File: config.mk
export PLATFORM = sky130hd
export DESIGN_NAME = cache_size_abort_parity_ctrl
export DESIGN_NICKNAME = d
export VERILOG_FILES = /design/src/cache_ctrl_pkg.sv /design/src/cache_size_abort_parity_ctrl.sv /design/src/fill_fifo.sv /design/src/parity_gen.sv
export SDC_FILE = /design/constraint.sdc
export NUM_CORES = 1
export LEC_CHECK = 0
export ABC_CLOCK_PERIOD_IN_PS = 3600
export BUFFER_PORTS_ARGS = -buffer_cell sky130_fd_sc_hd__clkbuf_2
export CORE_MARGIN = 3
export CORE_UTILIZATION = 53
export CTS_CLUSTER_DIAMETER = 60
export DETAILED_ROUTE_END_ITERATION = 7
export PLACE_DENSITY = 0.79
export RECOVER_POWER = 25
export SKIP_LAST_GASP = 1
export SYNTH_ARGS = -nofsm -noshare
export SYNTH_HDL_FRONTEND = slang
export SYNTH_SLANG_ARGS = --single-unit
File: constraint.sdc
create_clock -name core_clk -period 3.6 [get_ports core_clk]
set_input_delay 0.72 -clock core_clk [delete_from_list [all_inputs] [get_ports core_clk]]
set_output_delay 0.72 -clock core_clk [all_outputs]
set_load 0.1 [all_outputs]
File: src/cache_ctrl_pkg.sv
/*
 * Constants shared by the cache size, abort and parity controller.
 * Assumes a single core clock; straps are stable before reset is released.
 */
package cache_ctrl_pkg;
    localparam int        WAYS        = 4;
    localparam int        BEATS       = 4;
    localparam int        LINE_BYTES  = 32;
    localparam int        TAG_W       = 22;
    localparam int        DW_W        = 64;
    localparam int        ADDR_W      = 32;
    localparam int        MAX_IDX_W   = 10;
    localparam int        MIN_IDX_W   = 5;
    localparam logic [3:0] SIZE_MIN   = 4'h3;
    localparam logic [3:0] SIZE_MAX   = 4'h8;
    localparam logic [3:0] IDXW_RST   = 4'h0;
    localparam logic [1:0] BEAT_LAST  = 2'h3;
    localparam logic [1:0] BEAT_RST   = 2'h0;
    localparam logic [ADDR_W-1:0] ADDR_RST = 32'h0000_0000;
endpackage

File: src/cache_size_abort_parity_ctrl.sv
/*
 * Linefill, castout, abort and parity control for one instruction and one
 * data cache. Assumes the bus interface unit returns fill beats critical
 * first, and the RAM banks take one write per beat.
 */
`timescale 1ns/100ps
module cache_size_abort_parity_ctrl
    import cache_ctrl_pkg::*;
#(
    parameter int FIFO_DEPTH = 4
) (
    input  wire logic              core_clk,
    input  wire logic              sys_rst,
    input  wire logic [3:0]        data_cache_size_strap,
    input  wire logic [3:0]        instr_cache_size_strap,
    input  wire logic              dFillReq,
    input  wire logic              iFillReq,
    input  wire logic              iFillIsPrefetch,
    input  wire logic [ADDR_W-1:0] fillAddr,
    input  wire logic              fillHitBuf,
    input  wire logic [DW_W-1:0]   biuBeatData,
    input  wire logic              biuBeatAbort,
    input  wire logic              biuBeatValid,
    output logic                   biuBeatReady,
    input  wire logic              iExecuted,
    input  wire logic              victimValid,
    input  wire logic              victimDirty,
    input  wire logic              cleanReq,
    input  wire logic              castoutDone,
    input  wire logic              castoutAbort,
    input  wire logic              dAccessValid,
    input  wire logic [TAG_W-1:0]  tagIn,
    output logic [3:0]             dIdxWidth,
    output logic [3:0]             iIdxWidth,
    output logic                   dZeroKb,
    output logic                   iZeroKb,
    output logic                   fillBusy,
    output logic                   fillDone,
    output logic                   lineValid,
    output logic                   bufServe,
    output logic                   dPreciseAbort,
    output logic                   iPreciseAbort,
    output logic                   dImpreciseAbort,
    output logic [ADDR_W-1:0]      data_fault_address_reg,
    output logic [ADDR_W-1:0]      instr_fault_address_reg,
    output logic                   castoutStart,
    output logic [TAG_W-1:0]       instr_tag_write_bus,
    output logic [2:0]             instr_tag_parity_out,
    output logic [DW_W-1:0]        instr_data_write_bus,
    output logic [7:0]             instr_data_parity_out,
    output logic                   iRamWe,
    output logic [TAG_W-1:0]       data_tag_write_bus,
    output logic [2:0]             data_tag_parity_out,
    output logic [DW_W-1:0]        data_data_write_bus,
    output logic [7:0]             data_data_parity_out,
    output logic                   dRamWe
);
    typedef enum logic [2:0] {
        ST_IDLE = 3'b001,
        ST_FILL = 3'b010,
        ST_DONE = 3'b100
    } fill_state_t;

    ////////////////////////////////////////////////////////////////////////
    // Strap decode: index width 5..10 or 0 for a 0KB cache
    function automatic logic [3:0] idxWidth(input logic [3:0] s);
        if (s >= SIZE_MIN && s <= SIZE_MAX) return 4'(s) + 4'h2;
        return IDXW_RST;
    endfunction

    fill_state_t        state_reg, state_next;
    logic [1:0]         beat_reg;
    logic               isData_reg;
    logic               isPref_reg;
    logic               abortSeen_reg;
    logic [ADDR_W-1:0]  addr_reg;
    logic               strapDone_reg;
    logic [DW_W-1:0]    lineBuf [BEATS];
    logic               castPend_reg;
    logic               castErr_reg;

    wire [64:0] fifoOut;
    wire        fifoValid;
    wire        fifoInReady;
    wire        beatTake  = (state_reg == ST_FILL) && fifoValid;
    wire        beatAbort = fifoOut[64];
    wire        firstBeat = beat_reg == BEAT_RST;
    wire        lastBeat  = beat_reg == BEAT_LAST;
    wire        curZero   = isData_reg ? dZeroKb : iZeroKb;
    wire        startReq  = (dFillReq || iFillReq) && !fillHitBuf;
    wire        ramWrite  = beatTake && !curZero && !abortSeen_reg && !beatAbort;
    // First beat or streamed beat abort is visible to the core
    wire        sigAbort  = beatTake && beatAbort && (firstBeat || !abortSeen_reg);
    wire        castNeed  = dFillReq && (victimValid && victimDirty) || cleanReq;
    wire [7:0]  dPar;
    wire [2:0]  tPar;

    ////////////////////////////////////////////////////////////////////////
    // Fill beats enter through a small FIFO; biuBeatReady is fifoInReady registered, so the BIU stalls the cycle after it fills
    fill_fifo #(.W(65), .DEPTH(FIFO_DEPTH)) uFifo (
        .core_clk (core_clk),
        .sys_rst  (sys_rst),
        .inData   ({biuBeatAbort, biuBeatData}),
        .inValid  (biuBeatValid && biuBeatReady), // Only beats the BIU sees taken
        .inReady  (fifoInReady),
        .outData  (fifoOut),
        .outValid (fifoValid),
        .outReady (state_reg == ST_FILL)
    );
    parity_gen #(.W(DW_W))  uDataPar (.busIn(fifoOut[63:0]), .parOut(dPar));
    parity_gen #(.W(TAG_W)) uTagPar  (.busIn(tagIn), .parOut(tPar));

    ////////////////////////////////////////////////////////////////////////
    // Straps sampled once, first cycle after reset; held thereafter
    always_ff @(posedge core_clk) begin
        if (sys_rst) begin
            strapDone_reg <= 1'b0;
            dIdxWidth     <= IDXW_RST;
            iIdxWidth     <= IDXW_RST;
            dZeroKb       <= 1'b1;
            iZeroKb       <= 1'b1;
        end else if (!strapDone_reg) begin
            strapDone_reg <= 1'b1;
            dIdxWidth     <= idxWidth(data_cache_size_strap);
            iIdxWidth     <= idxWidth(instr_cache_size_strap);
            dZeroKb       <= idxWidth(data_cache_size_strap) == IDXW_RST;
            iZeroKb       <= idxWidth(instr_cache_size_strap) == IDXW_RST;
        end
    end

    ////////////////////////////////////////////////////////////////////////
    // Fill sequencer
    always_comb begin
        case (state_reg)
            ST_IDLE: state_next = (startReq && strapDone_reg) ? ST_FILL : ST_IDLE;
            ST_FILL: state_next = (beatTake && lastBeat) ? ST_DONE : ST_FILL;
            ST_DONE: state_next = ST_IDLE;
            default: state_next = ST_IDLE;
        endcase
    end

    always_ff @(posedge core_clk) begin
        if (sys_rst) begin
            state_reg     <= ST_IDLE;
            beat_reg      <= BEAT_RST;
            isData_reg    <= 1'b0;
            isPref_reg    <= 1'b0;
            abortSeen_reg <= 1'b0;
            addr_reg      <= ADDR_RST;
        end else begin
            state_reg <= state_next;
            if (state_reg == ST_IDLE && state_next == ST_FILL) begin
                beat_reg      <= BEAT_RST;
                isData_reg    <= dFillReq;
                isPref_reg    <= !dFillReq && iFillIsPrefetch;
                abortSeen_reg <= 1'b0;
                addr_reg      <= fillAddr;
            end else if (beatTake) begin
                beat_reg      <= beat_reg + 2'h1;
                abortSeen_reg <= abortSeen_reg || beatAbort;
            end
        end
    end

    // Line buffer keeps the filling line for streaming and 0KB reuse
    always_ff @(posedge core_clk) begin
        if (beatTake) lineBuf[beat_reg] <= fifoOut[63:0];
    end

    ////////////////////////////////////////////////////////////////////////
    // Status and abort reporting; all registered
    always_ff @(posedge core_clk) begin
        if (sys_rst) begin
            fillBusy      <= 1'b0;
            fillDone      <= 1'b0;
            lineValid     <= 1'b0;
            bufServe      <= 1'b0;
            dPreciseAbort <= 1'b0;
            iPreciseAbort <= 1'b0;
            biuBeatReady  <= 1'b0;
            data_fault_address_reg  <= ADDR_RST;
            instr_fault_address_reg <= ADDR_RST;
        end else begin
            biuBeatReady <= fifoInReady;
            fillBusy     <= state_next == ST_FILL;
            fillDone     <= state_reg == ST_FILL && state_next == ST_DONE;
            if (state_reg == ST_FILL && state_next == ST_DONE)
                lineValid <= !(abortSeen_reg || beatAbort);
            else if (state_next == ST_FILL)
                lineValid <= 1'b0;
            // Served from buffer without another linefill
            bufServe <= (dFillReq || iFillReq) && fillHitBuf && lineValid;
            dPreciseAbort <= sigAbort && isData_reg;
            iPreciseAbort <= sigAbort && !isData_reg && !isPref_reg && iExecuted;
            if (sigAbort && isData_reg)
                data_fault_address_reg <= addr_reg;
            if (sigAbort && !isData_reg && !isPref_reg && iExecuted)
                instr_fault_address_reg <= addr_reg;
        end
    end

    ////////////////////////////////////////////////////////////////////////
    // Castouts: data cache only, whole line, abort reported later
    always_ff @(posedge core_clk) begin
        if (sys_rst) begin
            castoutStart    <= 1'b0;
            castPend_reg    <= 1'b0;
            castErr_reg     <= 1'b0;
            dImpreciseAbort <= 1'b0;
        end else begin
            castoutStart <= castNeed && !castPend_reg && !dZeroKb;
            if (castNeed && !castPend_reg && !dZeroKb) castPend_reg <= 1'b1;
            else if (castoutDone) castPend_reg <= 1'b0;
            // Set wins over the clear taken on the next data access
            if (castoutDone && castoutAbort) castErr_reg <= 1'b1;
            else if (dAccessValid) castErr_reg <= 1'b0;
            dImpreciseAbort <= dAccessValid && castErr_reg;
        end
    end

    ////////////////////////////////////////////////////////////////////////
    // RAM-facing buses: zero in reset, parity aligned with its data
    always_ff @(posedge core_clk) begin
        if (sys_rst) begin
            instr_data_write_bus  <= '0;
            instr_data_parity_out <= '0;
            instr_tag_write_bus   <= '0;
            instr_tag_parity_out  <= '0;
            iRamWe                <= 1'b0;
            data_data_write_bus   <= '0;
            data_data_parity_out  <= '0;
            data_tag_write_bus    <= '0;
            data_tag_parity_out   <= '0;
            dRamWe                <= 1'b0;
        end else begin
            iRamWe <= ramWrite && !isData_reg;
            dRamWe <= ramWrite && isData_reg;
            instr_data_write_bus  <= fifoOut[63:0];
            instr_data_parity_out <= dPar;
            instr_tag_write_bus   <= tagIn;
            instr_tag_parity_out  <= tPar;
            data_data_write_bus   <= fifoOut[63:0];
            data_data_parity_out  <= dPar;
            data_tag_write_bus    <= tagIn;
            data_tag_parity_out   <= tPar;
        end
    end

    ////////////////////////////////////////////////////////////////////////
    // Checks
    AST_ZERO_IN_RESET: assert property (@(posedge core_clk)
        sys_rst |=> (data_data_write_bus == '0 && instr_tag_write_bus == '0 && !dRamWe))
        else $error("RAM bus not zero in reset");
    AST_DPAR_ODD: assert property (@(posedge core_clk) disable iff (sys_rst)
        dRamWe |-> ^{data_data_write_bus[7:0], data_data_parity_out[0]} == 1'b1)
        else $error("data parity not odd");
    AST_TPAR_ODD: assert property (@(posedge core_clk) disable iff (sys_rst)
        dRamWe |-> ^{data_tag_write_bus[21:16], data_tag_parity_out[2]} == 1'b1)
        else $error("tag parity not odd");
    AST_ZEROKB_NOWR: assert property (@(posedge core_clk) disable iff (sys_rst)
        (dZeroKb && strapDone_reg) |=> !dRamWe)
        else $error("0KB data cache wrote RAM");
    AST_ABORT_INVAL: assert property (@(posedge core_clk) disable iff (sys_rst)
        (beatTake && lastBeat && (abortSeen_reg || beatAbort)) |=> !lineValid)
        else $error("aborted line left valid");
    AST_FOUR_BEATS: assert property (@(posedge core_clk) disable iff (sys_rst)
        (state_reg == ST_FILL && state_next == ST_DONE) |-> lastBeat)
        else $error("fill ended early");
    AST_DABORT: assert property (@(posedge core_clk) disable iff (sys_rst)
        (sigAbort && isData_reg) |=> (dPreciseAbort && data_fault_address_reg == $past(addr_reg)))
        else $error("data abort not precise");
    AST_PREF_NOABT: assert property (@(posedge core_clk) disable iff (sys_rst)
        (state_reg == ST_FILL && isPref_reg) |=> !iPreciseAbort)
        else $error("prefetch raised abort");
    AST_IMPRECISE: assert property (@(posedge core_clk) disable iff (sys_rst)
        (castoutDone && castoutAbort ##1 dAccessValid) |=> dImpreciseAbort)
        else $error("castout abort lost");
    COV_FILL: cover property (@(posedge core_clk) fillDone && lineValid);
    COV_ABORT: cover property (@(posedge core_clk) dPreciseAbort);
    COV_CAST: cover property (@(posedge core_clk) castoutStart);
    COV_BUF: cover property (@(posedge core_clk) bufServe);
endmodule

File: src/fill_fifo.sv
/*
 * Small FIFO between the bus interface unit and the linefill logic.
 * Assumes one clock and a synchronous active-high reset.
 */
`timescale 1ns/100ps
module fill_fifo #(
    parameter int W     = 65,
    parameter int DEPTH = 4
) (
    input  wire logic         core_clk,
    input  wire logic         sys_rst,
    input  wire logic [W-1:0] inData,
    input  wire logic         inValid,
    output wire logic         inReady,
    output wire logic [W-1:0] outData,
    output wire logic         outValid,
    input  wire logic         outReady
);
    localparam int AW = $clog2(DEPTH);
    logic [W-1:0]  mem [DEPTH];
    logic [AW-1:0] wrPtr_reg;
    logic [AW-1:0] rdPtr_reg;
    logic [AW:0]   count_reg;
    wire           doWr = inValid && inReady;
    wire           doRd = outValid && outReady;
    ////////////////////////////////////////////////////////////////////////
    // Honest flags from the occupancy count
    assign inReady  = count_reg != (AW+1)'(DEPTH);
    assign outValid = count_reg != '0;
    assign outData  = mem[rdPtr_reg];
    // Pointers wrap only at power-of-two depths
    always_ff @(posedge core_clk) begin
        if (sys_rst) begin
            wrPtr_reg <= '0;
            rdPtr_reg <= '0;
            count_reg <= '0;
        end else begin
            if (doWr) wrPtr_reg <= wrPtr_reg + AW'(1);
            if (doRd) rdPtr_reg <= rdPtr_reg + AW'(1);
            count_reg <= count_reg + (AW+1)'(doWr) - (AW+1)'(doRd);
        end
    end
    // Storage carries no reset
    always_ff @(posedge core_clk) begin
        if (doWr) mem[wrPtr_reg] <= inData;
    end
endmodule

File: src/parity_gen.sv
/*
 * Odd parity per byte of a write bus, combinational.
 * Assumes the bus width is a multiple of eight or has one short top field.
 */
`timescale 1ns/100ps
module parity_gen
    import cache_ctrl_pkg::*;
#(
    parameter int W = 64
) (
    input  wire logic [W-1:0]         busIn,
    output wire logic [(W+7)/8-1:0]   parOut
);
    localparam int N = (W + 7) / 8;
    ////////////////////////////////////////////////////////////////////////
    // One bit per byte; short top field covers what is left
    genvar g;
    generate
        for (g = 0; g < N; g = g + 1) begin : gByte
            localparam int HI = (8 * g + 7 < W) ? 8 * g + 7 : W - 1;
            assign parOut[g] = ~(^busIn[HI:8*g]);
        end
    endgenerate
endmodule

[Yosys cells after proc, flatten, opt, wreduce, memory -nomap -nowiden]
Memories as Yosys holds them, arrays and structs flattened. A register that Yosys moved wholly into a read port is not among the register bits.
Index checks and enable logic that the tools add are counted.
Word-level totals
  bits in registers: 232
  RAM bits: 260
  output and inout bits: 279
  memories: 1
Operators by class
  add/sub/neg operators: 7
  order comparisons: 4
  equality and inequality tests: 6
  mux-type cells: 29
  bitwise gates (word level): 11
  reductions and logical operators: 63
Memories
  uFifo.mem: words 4, bits a word 65, rd ports 1, clocked after memory_dff 1, wr ports 1, line fill_fifo.sv:20  | logic [W-1:0] mem [DEPTH];
Operators with widths (number)
  8-bit XOR reduction: 10
  4-bit two-way mux: 8
  1-bit logical AND: 30
  1-bit two-way mux: 16
  1-bit inverter: 11
  1-bit zero test: 10
  4-bit by 2-bit adder with 4-bit output (second input constant): 2
  4-bit by 2-bit >= comparator with 1-bit output (second input constant): 2
  4-bit less-or-equal comparator (second input constant): 2
  4-bit zero test: 2
  2-bit by 1-bit adder with 2-bit output (second input constant): 3
  3-bit by 2-bit == test with 1-bit output (second input constant): 2
  2-bit two-way mux: 3
  3-bit case mux with 2 select lines: 1
  2-bit nonzero test: 3
  6-bit XOR reduction: 1
  1-bit logical OR: 4
  3-bit by 1-bit adder with 3-bit output: 1
  3-bit by 1-bit == test with 1-bit output (second input constant): 1
  3-bit == test (second input constant): 1
  3-bit two-way mux: 1
  3-bit != test (second input constant): 1
  3-bit nonzero test: 1
  3-bit by 1-bit subtractor with 3-bit output: 1
  3 further kinds: 3

[Longest topological paths before layout]
Gate-level depths: netlist of the first run.
  depth after elaboration: 9
  depth in mapped cells: 9

[Hierarchy]
From an unflattened synthesis of the first run, not the netlist that was laid out.
Second synthesis, totals
  cell total of the unflattened synthesis: 1286
  area total of the unflattened synthesis: 18781.8 um^2
By module, submodules not included
  fill_fifo: times used 1, cells each 388, area each 9893.2 um^2, sequential area each 7987.7 um^2
  cache_size_abort_parity_ctrl: times used 1, cells each 823, area each 8231.6 um^2, sequential area each 4504.3 um^2
  parity_gen at uDataPar: times used 1, cells each 56, area each 490.5 um^2, sequential area each 0.0 um^2
  parity_gen at uTagPar: times used 1, cells each 19, area each 166.4 um^2, sequential area each 0.0 um^2

[Worst setup path before layout of the first run]
No wires, ideal clock.
  path type: register to register
  start point: reg biuBeatReady
  end point: mem uFifo.mem[1][0], enable pin
  library setup time: 0.430 ns
  arrival: 3.009 ns
  data required time: 3.170 ns
  setup slack: 0.161 ns
  cell stages (with the launch flop): 4
  buffers on the path: 0
  clock period less this slack: 3.439 ns
  path through: dfxtp_1 -> nand2_1 -> a21oi_1 -> and2_1
On the way
  word-level cells in the longest chain between the ends: 4
RTL lines
  from (decl): line cache_size_abort_parity_ctrl.sv:24  | output logic biuBeatReady,
  from (signal assigned): line cache_size_abort_parity_ctrl.sv:184  | biuBeatReady <= fifoInReady;
  1-bit logical AND: line cache_size_abort_parity_ctrl.sv:104  | .inValid (biuBeatValid && biuBeatReady),
  1-bit logical AND: line fill_fifo.sv:24  | wire doWr = inValid && inReady;
  net uFifo.doWr: line fill_fifo.sv:24
  1-bit two-way mux: line fill_fifo.sv:45  | if (doWr) mem[wrPtr_reg] <= inData;
  1-bit two-way mux (not written as such): line fill_fifo.sv:45
  to (decl): line fill_fifo.sv:20
The timed path passes the listed nets, and every way through them passes these cells.

==> flow_metrics.py, run 1 <==
metrics = {
    "clock_network": {
        "clk_path_buf_depth": 3,
        "holdBufCountCts": 0,
        "clock_latency_ns": 0.57,
        "post-cts-setup-buffers": 0,
        "clk_pin_slew_worst_paths_ns": 0.06,
        "cts_tree": "built",
        "cts_resized": 0,
        "cts.sinks": 494,
        "htree_levels": 2,
        "cts_buffers": 49,
        "cts_root_buf": "clkbuf_16",
    },
    "timing": {
        "slew_headroom": 0.452,
        "rsz0062_at_grt": "false",
        "layout_setup_ws_ns": 0.881,
        "final.setup.tns_ns": 0,
        "timing.fmax_mhz": 368,
        "final-max-slew-violation-count": 0,
        "fin_crit_sh": 0.755,
        "hold_ws_ns": 0.383,
        "layout_min_cycle_time_ns": 2.72,
        "hold_viol": 0,
        "tightest_slew_ns": 0.822,
        "setup_violations": 0,
        "skew_ns": 0.0217,
    },
    "placement": {
        "dp_slack_ns": 0.827,
        "port_buffers": 419,
        "dp_hpwl_um": 28700,
        "place_area_sq_um": 20200,
        "dp.cells": 2036,
        "gp_congestion": 0.800,
    },
    "pwr": {
        "p_leak_nw": 8.17,
        "pwr_density_cell_nw_per_um2": 629,
        "finalPower_mw": 13.7,
        "ir_worst_vdd_uv": 590,
    },
    "worst_setup_path": {
        "max_stage_delay_ns": 0.66,
        "cp-start-kind": "flop",
        "crit_family": "XOR/XNOR gates",
        "cp.required_ns": 4.03,
        "reg2regPathDepth": 7,
        "cp.arrival_ns": 3.15,
        "end_kind": "flop",
        "crit_buf_inv": 2,
        "rr_endpoint": "data_data_parity_out[3]",
        "critPathMaxFanout": 24,
        "cp_common_cell": "xnor2_1",
        "r2r_slack_ns": 0.88,
        "cpMaxStageDelayCell": "dfxtp_4",
        "path_class": "reg -> reg",
        "crit_chain": "buf_12 -> buf_4 -> mux4_2 -> xnor2_1 -> xnor2_1 -> xnor2_1 -> nor2_1",
    },
    "layout": {
        "regArea_sq_um": 12500,
        "largest-register": "uFifo.mem",
        "final_cell_area_sq_um": 21800,
        "area_growth_pct": 18.9,
        "drive_gt1_frac": 0.308,
        "nets": 1791,
        "largest_registers": "uFifo.mem x260, data_data_write_bus x64",
        "largest_register_ffs": 260,
        "fin_util": 0.644,
        "nFillCells": 2484,
        "multi_input_area_sq_um": 4750,
        "fin_cells": 2131,
    },
    "die": {
        "die_h_um": 192,
        "fp.dieW_um": 192,
        "num_rows": 67,
        "start_util": 0.542,
        "dieArea_sq_um": 36800,
        "num_io_pins": 420,
        "core_area_sq_um": 33800,
    },
    "synth": {
        "synth-edff-count": 260,
        "synth.avg_cell_area_sq_um": 14.0,
        "synth.cell_area_sq_um": 18300,
        "synthArstFlopShare": 0,
        "yosysWarnings": 0,
        "ys.flop_type": "edfxtp_1",
        "synth_cell_types": 40,
        "yosysSeqAreaShare": 0.682,
        "synthCells": 1312,
        "ys_seq_elements": 494,
        "syn-num-nets": 1464,
    },
    "route": {
        "wl_per_cell_um": 19.8,
        "vias": 11080,
        "drc": 0,
        "drtIter0Drc": 638,
        "vias_per_cell": 5.20,
        "wl_um": 42200,
        "first_pass_iters": 4,
        "ant_nets": 0,
    },
    "global_route": {
        "grt_max_degree": 161,
        "track_usage": 0.224,
        "grt_pass1_wl_um": 62800,
        "grt_antenna_before_repair": 4,
        "grt_remaining_overflow": 0,
        "first_global_vias": 11178,
    },
    "min_path": {
        "hold_end": "addr_reg[1]",
        "hold_class": "in -> reg",
        "holdCritStartpoint": "fillAddr[1]",
        "hold-path-cell-count": 3,
    },
    "job": {
        "maxCapViolCount": 0,
    },
    "status": {
        "status": "completed",
    },
}
==> worst max path at each step <==
stage | start | endpoint | slack [ns] | cells past startpoint
floorplan | biuBeatReady | uFifo.mem[1][0] | 0.16 | 3
global placement | flop | data_data_parity_out[3] | 0.83 | 7
detailed placement | flop | data_data_parity_out[3] | 0.83 | 7
CTS | flop | data_data_parity_out[3] | 0.81 | 7
global route | flop | data_data_parity_out[3] | 0.74 | 7
finish | flop | data_data_parity_out[3] | 0.88 | 7
==> cells by family (layout without fill, tap and decap cells) <==
family | after synthesis | in the layout | share of synthesized area
multiplexers | 67 | 67 | 0.0833
other | 0 | 3 | 0
AND/OR/NAND/NOR | 358 | 358 | 0.0906
adder cells (fa/ha/maj) | 11 | 11 | 0.00793
buffers and inverters | 171 | 539 | 0.0589
flip-flops | 494 | 494 | 0.682
AO/OA/AOI/OAI | 128 | 128 | 0.0372
XOR/XNOR | 83 | 83 | 0.0397
==> layout by cell type (no fill, tap or decap), types with 7 or more instances in the layout <==
| cell | count |
|---|---|
| a21oi_1 | 109 |
| a22oi_1 | 7 |
| and2_1 | 64 |
| buf_12 | 7 |
| buf_4 | 11 |
| clkbuf_1 | 74 |
| clkbuf_16 | 52 |
| clkbuf_2 | 353 |
| clkbuf_8 | 7 |
| clkinv_2 | 11 |
| dfxtp_1 | 232 |
| edfxtp_1 | 260 |
| ha_1 | 10 |
| inv_1 | 10 |
| mux4_1 | 11 |
| mux4_2 | 54 |
| nand2_1 | 204 |
| nor2_1 | 34 |
| nor2b_1 | 26 |
| xnor2_1 | 69 |
| xor2_1 | 14 |
==> power by group <==
| part | internal (mW) | switching (mW) | total (mW) | leakage, nW |
|---|---|---|---|---|
| Combinational | 0.408 | 1.85 | 2.26 | 3.07 |
| Clock | 3.03 | 2.14 | 5.16 | 0.825 |
| Sequential | 6.15 | 0.124 | 6.27 | 4.28 |
| Total | 9.59 | 4.11 | 13.7 | 8.17 |
==> tightest hold or removal path: cells and delay by family <==
kind / cells / cell delay [ns]
buffers and inverters: 1 / 0.08
AND/OR/NAND/NOR: 1 / 0.05
AO/OA/AOI/OAI: 1 / 0.05
==> Yosys cell counts (3+ instances only) <==
cell type | n | share of area
buf_4 | 97 | 0.040
buf_2 | 16 | 0.0044
edfxtp_1 | 260 | 0.43
buf_6 | 7 | 0.0043
inv_1 | 11 | 0.0023
clkbuf_1 | 40 | 0.0082
xor2_1 | 14 | 0.0067
nor3b_1 | 3 | 0.0012
a22oi_1 | 7 | 0.0029
nor3_1 | 6 | 0.0016
and3_1 | 3 | 0.0010
nor2b_1 | 26 | 0.0089
o21ai_0 | 4 | 0.0011
dfxtp_1 | 234 | 0.26
nand2b_1 | 3 | 0.0010
ha_1 | 10 | 0.0068
nand2_1 | 204 | 0.042
xnor2_1 | 69 | 0.033
nor2_1 | 34 | 0.0070
and2_1 | 68 | 0.023
a21oi_1 | 109 | 0.030
mux4_1 | 11 | 0.016
mux4_2 | 54 | 0.066
==> final cells by class <==
cell class              count  share of cell area
multi-input cells         647               0.218
well taps                 448              0.0257
flip-flops and latches    494               0.574
repair buffers            436               0.103
clock inverters            24              0.0112
inverters                  11             0.00190
clock buffers              68              0.0658
diodes                      3            0.000345
==> per-layer routing <==
layer,share of wire,GRT usage,routed length [um],vias to the layer above
met4,0.036,0.0869,1500,2
li1,-,-,-,5163
met3,0.075,0.0467,3170,80
met1,0.39,0.275,16300,5388
met5,0.00047,0,20,-
met2,0.50,0.391,21200,447
Power figures use the tool's default switching activity.
==> run 2, diff against run 1 <==
- ABC_CLOCK_PERIOD_IN_PS: 3600 -> 2300
- CORE_UTILIZATION: 53 -> 48
- PLACE_DENSITY: 0.79 -> 0.75
- clock period: 3.6 -> 2.3 ns (I/O delays scaled with it)
==> flow_metrics.py, run 2 (synthesis gave the netlist of run 1 again) <==
metrics = {
    "worst_setup_path": {
        "crit_family": "XOR/XNOR gates",
        "path_depth": 6,
        "cpMaxStageDelayCell": "mux4_1",
        "cp.arrival_ns": 2.64,
        "cp.required_ns": 2.75,
        "path_class": "reg -> reg",
        "end_kind": "flop",
        "crit_buf_inv": 1,
        "crit_chain": "buf_12 -> mux4_1 -> xor2_1 -> xnor2_1 -> xnor2_1 -> nor2_1",
        "max_stage_delay_ns": 0.62,
        "critPathMaxFanout": 19,
        "cp_common_cell": "xnor2_1",
        "reg2regPathDepth": 6,
        "cp-start-kind": "flop",
    },
    "die": {
        "die_h_um": 201,
        "fp.dieW_um": 201,
        "core_area_sq_um": 37100,
        "num_rows": 70,
        "num_io_pins": 420,
        "dieArea_sq_um": 40500,
        "start_util": 0.493,
    },
    "timing": {
        "setup_violations": 0,
        "slew_headroom": 0.590,
        "tightest_slew_ns": 0.617,
        "skew_ns": 0.0251,
        "timing.fmax_mhz": 458,
        "hold_viol": 0,
        "final.setup.tns_ns": 0,
        "rsz0062_at_grt": "false",
        "fin_crit_sh": 0.949,
        "layout_min_cycle_time_ns": 2.18,
        "final-max-slew-violation-count": 0,
    },
    "route": {
        "ant_nets": 0,
        "drtIter0Drc": 698,
        "top_layer": "met5",
        "vias_per_cell": 5.07,
        "met3WireLength_um": 3370,
        "drc": 0,
        "wl_um": 43000,
        "met1_length_um": 16700,
        "wl_per_cell_um": 19.6,
        "vias": 11136,
        "first_pass_iters": 5,
        "wl_met2_um": 21800,
    },
    "clock_network": {
        "cts_tree": "built",
        "cts_root_buf": "clkbuf_16",
        "clk_path_buf_depth": 3,
        "clk_pin_slew_worst_paths_ns": 0.06,
        "post-cts-setup-buffers": 0,
        "cts.sinks": 494,
        "cts_buffers": 51,
        "htree_levels": 2,
        "clock_latency_ns": 0.60,
    },
    "global_route": {
        "grt_antenna_before_repair": 7,
        "first_global_vias": 11195,
        "grt_pass1_wl_um": 65200,
        "grt_max_degree": 112,
        "track_usage": 0.208,
        "grt_remaining_overflow": 0,
    },
    "min_path": {
        "hold_class": "in -> reg",
        "hold-path-cell-count": 3,
    },
    "layout": {
        "nFillCells": 2931,
        "largest-register": "uFifo.mem",
        "area_growth_pct": 21.0,
        "regArea_sq_um": 12500,
        "antenna_cells": 0,
        "mostFrequentLayoutCells": "clkbuf_2, edfxtp_1, dfxtp_1, nand2_1, a21oi_1",
        "drive_gt1_frac": 0.315,
        "nets": 1804,
        "final_common_cell": "clkbuf_2",
        "largest_register_ffs": 260,
        "multi_input_area_sq_um": 4760,
        "largest_registers": "uFifo.mem x260, data_data_write_bus x64",
    },
    "placement": {
        "dp_hpwl_um": 29600,
        "gp_congestion": 0.852,
        "port_buffers": 419,
    },
    "pwr": {
        "p_int_mw": 15.4,
        "switching_share": 0.299,
        "finalPower_mw": 22.0,
        "ir_worst_vdd_uv": 1330,
        "p_comb_frac": 0.163,
        "pwr_density_cell_nw_per_um2": 992,
        "p_seq_frac": 0.447,
        "p_clk_frac": 0.390,
        "p_leak_nw": 8.32,
        "p_switching_mw": 6.58,
    },
    "status": {
        "status": "completed",
    },
    "job": {
        "maxCapViolCount": 0,
    },
}
-- run 2: changes by cell type in the layout (fill, tap and decap cells not counted), sizes merged --
cell,change
clkinv,+5
buf,+11
bufinv,+4
diode,-3
clkbuf,-6
-- run 2: tightest hold or removal path: stages --
cell	delay, ns
clkbuf_2	0.08
nand2_1	0.05
a21oi_1	0.05
-- run 2: final cells by class --
type / count / area share
clock buffer: 62 / 0.0619
timing repair buffer: 447 / 0.110
multi-input combinational: 647 / 0.215
clock inverter: 33 / 0.0189
tap: 504 / 0.0285
sequential: 494 / 0.564
inverter: 11 / 0.00186
-- run 2: what timing repair did --
item,CTS,global route
endpoints found under the setup margin,0,1
hold buffers,0,0
resized for setup,0,1
-- run 2: metal layers --
layer | track usage | up-vias
met5 | 0 | -
met4 | 0.0688 | 12
met3 | 0.0532 | 103
met1 | 0.255 | 5397
met2 | 0.360 | 434
li1 | - | 5190
-- run 2: final timing paths --
check,start,end,slack (ns)
setup / recovery,flop,data_data_parity_out[1],0.12
hold / removal,fillAddr[3],addr_reg[3],0.09
setup reg to reg,flop,data_data_parity_out[1],0.12
hold reg to reg,castPend_reg,castoutStart,0.45
-- run 2: through the flow --
step / instance area (sq um) / hold WS [ns] / instances / util / worst slack [ns]
detailed placement: 20400 / 0.445 / 2103 / 0.550 / 0.0674
finish: 22200 / 0.0905 / 2198 / 0.596 / 0.117
floorplan: 18300 / 0.413 / 1312 / - / 0.133
global placement: 20400 / 0.430 / 2103 / 0.550 / 0.0534
CTS: 22200 / 0.0372 / 2198 / 0.598 / 0.0428
global route: 22200 / 0.0803 / 2198 / 0.596 / 0.0362
-- run 2: power by group through the flow --
| stage | Sequential, mW | Clock (mW) | Combinational (mW) |
|---|---|---|---|
| after floorplan | 11.1 | 0 | 1.94 |
| after detailed placement | 10.0 | 0 | 3.61 |
| after global placement | 10.0 | 0 | 3.59 |
| final | 9.82 | 8.56 | 3.58 |
| after CTS | 9.83 | 8.75 | 3.62 |
| after global routing | 9.85 | 9.12 | 3.71 |
==> run 3, diff against run 2 <==
- ABC_AREA: default -> 1
- CORE_UTILIZATION: 48 -> 49
- PLACE_DENSITY: 0.75 -> 0.76
==> flow_metrics.py, run 3 <==
metrics = {
    "timing": {
        "hold_viol": 0,
        "setup_violations": 0,
        "fin_crit_sh": 0.866,
        "timing.fmax_mhz": 502,
        "rsz0062_at_grt": "false",
        "final-max-slew-violation-count": 0,
        "skew_ns": 0.0289,
        "hold_ws_ns": 0.0922,
        "layout_min_cycle_time_ns": 1.99,
        "tightest_slew_ns": 0.627,
        "slew_headroom": 0.584,
        "final.setup.tns_ns": 0,
    },
    "worst_setup_path": {
        "cp.required_ns": 1.84,
        "cp-start-kind": "flop",
        "reg2regPathDepth": 8,
        "r2r_slack_ns": 0.32,
        "cp.arrival_ns": 1.53,
        "critPathMaxFanout": 2,
        "reg2reg_from": "state_reg[0]",
        "end_kind": "primary output",
        "rr_endpoint": "instr_fault_address_reg[27]",
        "crit_end": "data_data_parity_out[6]",
        "crit_chain": "clkbuf_2",
        "crit_buf_inv": 1,
        "cpMaxStageDelayCell": "clkbuf_2",
        "path_depth": 1,
        "path_class": "reg -> out",
        "crit_start": "data_data_parity_out[6]",
        "max_stage_delay_ns": 0.54,
        "crit_family": "buffers and inverters",
    },
    "layout": {
        "nets": 2660,
        "area_growth_pct": 18.0,
        "nFillCells": 3366,
        "mostFrequentLayoutCells": "nand2_1, clkbuf_2, edfxtp_1, dfxtp_1, nor2_1",
        "largest_register_ffs": 260,
        "final_common_cell": "nand2_1",
        "largest-register": "uFifo.mem",
        "final_cell_area_sq_um": 23800,
        "drive_gt1_frac": 0.207,
        "multi_input_area_sq_um": 5730,
        "regArea_sq_um": 12500,
        "largest_registers": "uFifo.mem x260, data_data_write_bus x64",
    },
    "global_route": {
        "grt_max_degree": 102,
        "first_global_vias": 14955,
        "grt_pass1_wl_um": 77500,
        "track_usage": 0.222,
        "grt_antenna_before_repair": 10,
        "grt_remaining_overflow": 0,
    },
    "route": {
        "first_pass_iters": 5,
        "wl_met2_um": 24400,
        "drc": 0,
        "vias_per_cell": 5.02,
        "met1_length_um": 19800,
        "vias": 15447,
        "drtIter0Drc": 1100,
        "met3WireLength_um": 4010,
        "ant_nets": 0,
        "wl_um": 50000,
        "top_layer": "met5",
        "wl_per_cell_um": 16.2,
    },
    "placement": {
        "port_buffers": 419,
        "dp_hpwl_um": 32800,
        "gp_congestion": 0.906,
        "place_area_sq_um": 22100,
    },
    "clock_network": {
        "post-cts-setup-buffers": 0,
        "clk_path_buf_depth": 3,
        "clk_pin_slew_worst_paths_ns": 0.06,
        "cts_resized": 0,
        "cts_buffers": 52,
        "cts_root_buf": "clkbuf_16",
        "cts_tree": "built",
        "cts.sinks": 494,
        "holdBufCountCts": 0,
        "htree_levels": 2,
        "clock_latency_ns": 0.59,
    },
    "synth": {
        "ys_top_cells_by_count": "nand2_1, edfxtp_1, dfxtp_1",
        "synthArstFlopShare": 0,
        "synth.avg_cell_area_sq_um": 9.19,
        "synth_top_area_share": 0.388,
        "synthCells": 2191,
        "ys.flop_type": "edfxtp_1",
        "yosysSeqAreaShare": 0.620,
        "synth-edff-count": 260,
        "ys_seq_elements": 494,
        "yosys.area.top_type": "edfxtp_1",
        "synth_cell_types": 32,
        "synth.area.top_cells": "edfxtp_1, dfxtp_1, nand2_1",
        "yosysWarnings": 0,
        "syn-num-nets": 2343,
        "synth.cell_area_sq_um": 20100,
        "yosysMostFrequentCell": "nand2_1",
    },
    "job": {
        "maxCapViolCount": 0,
    },
    "status": {
        "status": "completed",
    },
    "die": {
        "die_h_um": 209,
        "core_area_sq_um": 40200,
        "num_rows": 73,
        "dieArea_sq_um": 43600,
        "num_io_pins": 420,
        "fp.dieW_um": 209,
        "start_util": 0.501,
    },
    "pwr": {
        "pwr_density_cell_nw_per_um2": 908,
        "ir_worst_vdd_uv": 636,
        "p_leak_nw": 10.6,
    },
    "min_path": {
        "hold_class": "in -> reg",
        "holdCritStartpoint": "tagIn[5]",
    },
}
## run 3: how the worst min path moves through the flow
stage	to	slack, ns	cells past startpoint
3_5_place_dp	dImpreciseAbort	0.42	2
3_3_place_gp	dImpreciseAbort	0.42	2
6_report	data_tag_write_bus[5]	0.09	3
5_1_grt	data_tag_write_bus[18]	0.08	3
2_1_floorplan	dImpreciseAbort	0.41	2
4_1_cts	uFifo.mem[1][22]	0.04	1
## run 3: area by class of cell
class	count	share of cell area
Antenna cell	2	0.000211
Clock buffer	67	0.0597
Clock inverter	29	0.0155
Inverter	178	0.0284
Multi-Input combinational cell	1326	0.241
Sequential cell	494	0.526
Tap cell	525	0.0276
Timing Repair Buffer	456	0.102
## run 3: kinds of logic (layout without fill, tap and decap cells)
group                      Yosys count  in the layout  synth area share
and+or+nand+nor                   1084           1084             0.213
DFF                                494            494             0.620
buffers and inverters              371            730            0.0976
AOI/OAI and AO/OA                  212            212            0.0537
xor gates and xnor gates            19             19           0.00826
adders and majority gates           11             11           0.00721
other                                0              2                 0
## run 3: metrics by stage
stage          worst slack [ns]  power, mW  cells  utilization
5_1_grt                   0.151       22.3   3077        0.592
6_report                  0.309       21.6   3077        0.592
3_5_place_dp              0.321       13.1   2979        0.549
2_1_floorplan            0.0179       12.6   2191            -
4_1_cts                   0.238       21.8   3075        0.593
3_3_place_gp              0.393       13.1   2979        0.549
## run 3: routing by layer
metal,track usage,up-vias
met5,0,-
met4,0.0949,16
met3,0.0470,128
met2,0.384,608
met1,0.269,7115
li1,-,7580
## run 3: where the power goes
part	switching, mW	internal [mW]	total, mW	leakage (nW)
clock	3.48	5.18	8.66	0.874
sequential	0.163	9.61	9.77	4.28
combinational	2.63	0.530	3.16	5.48
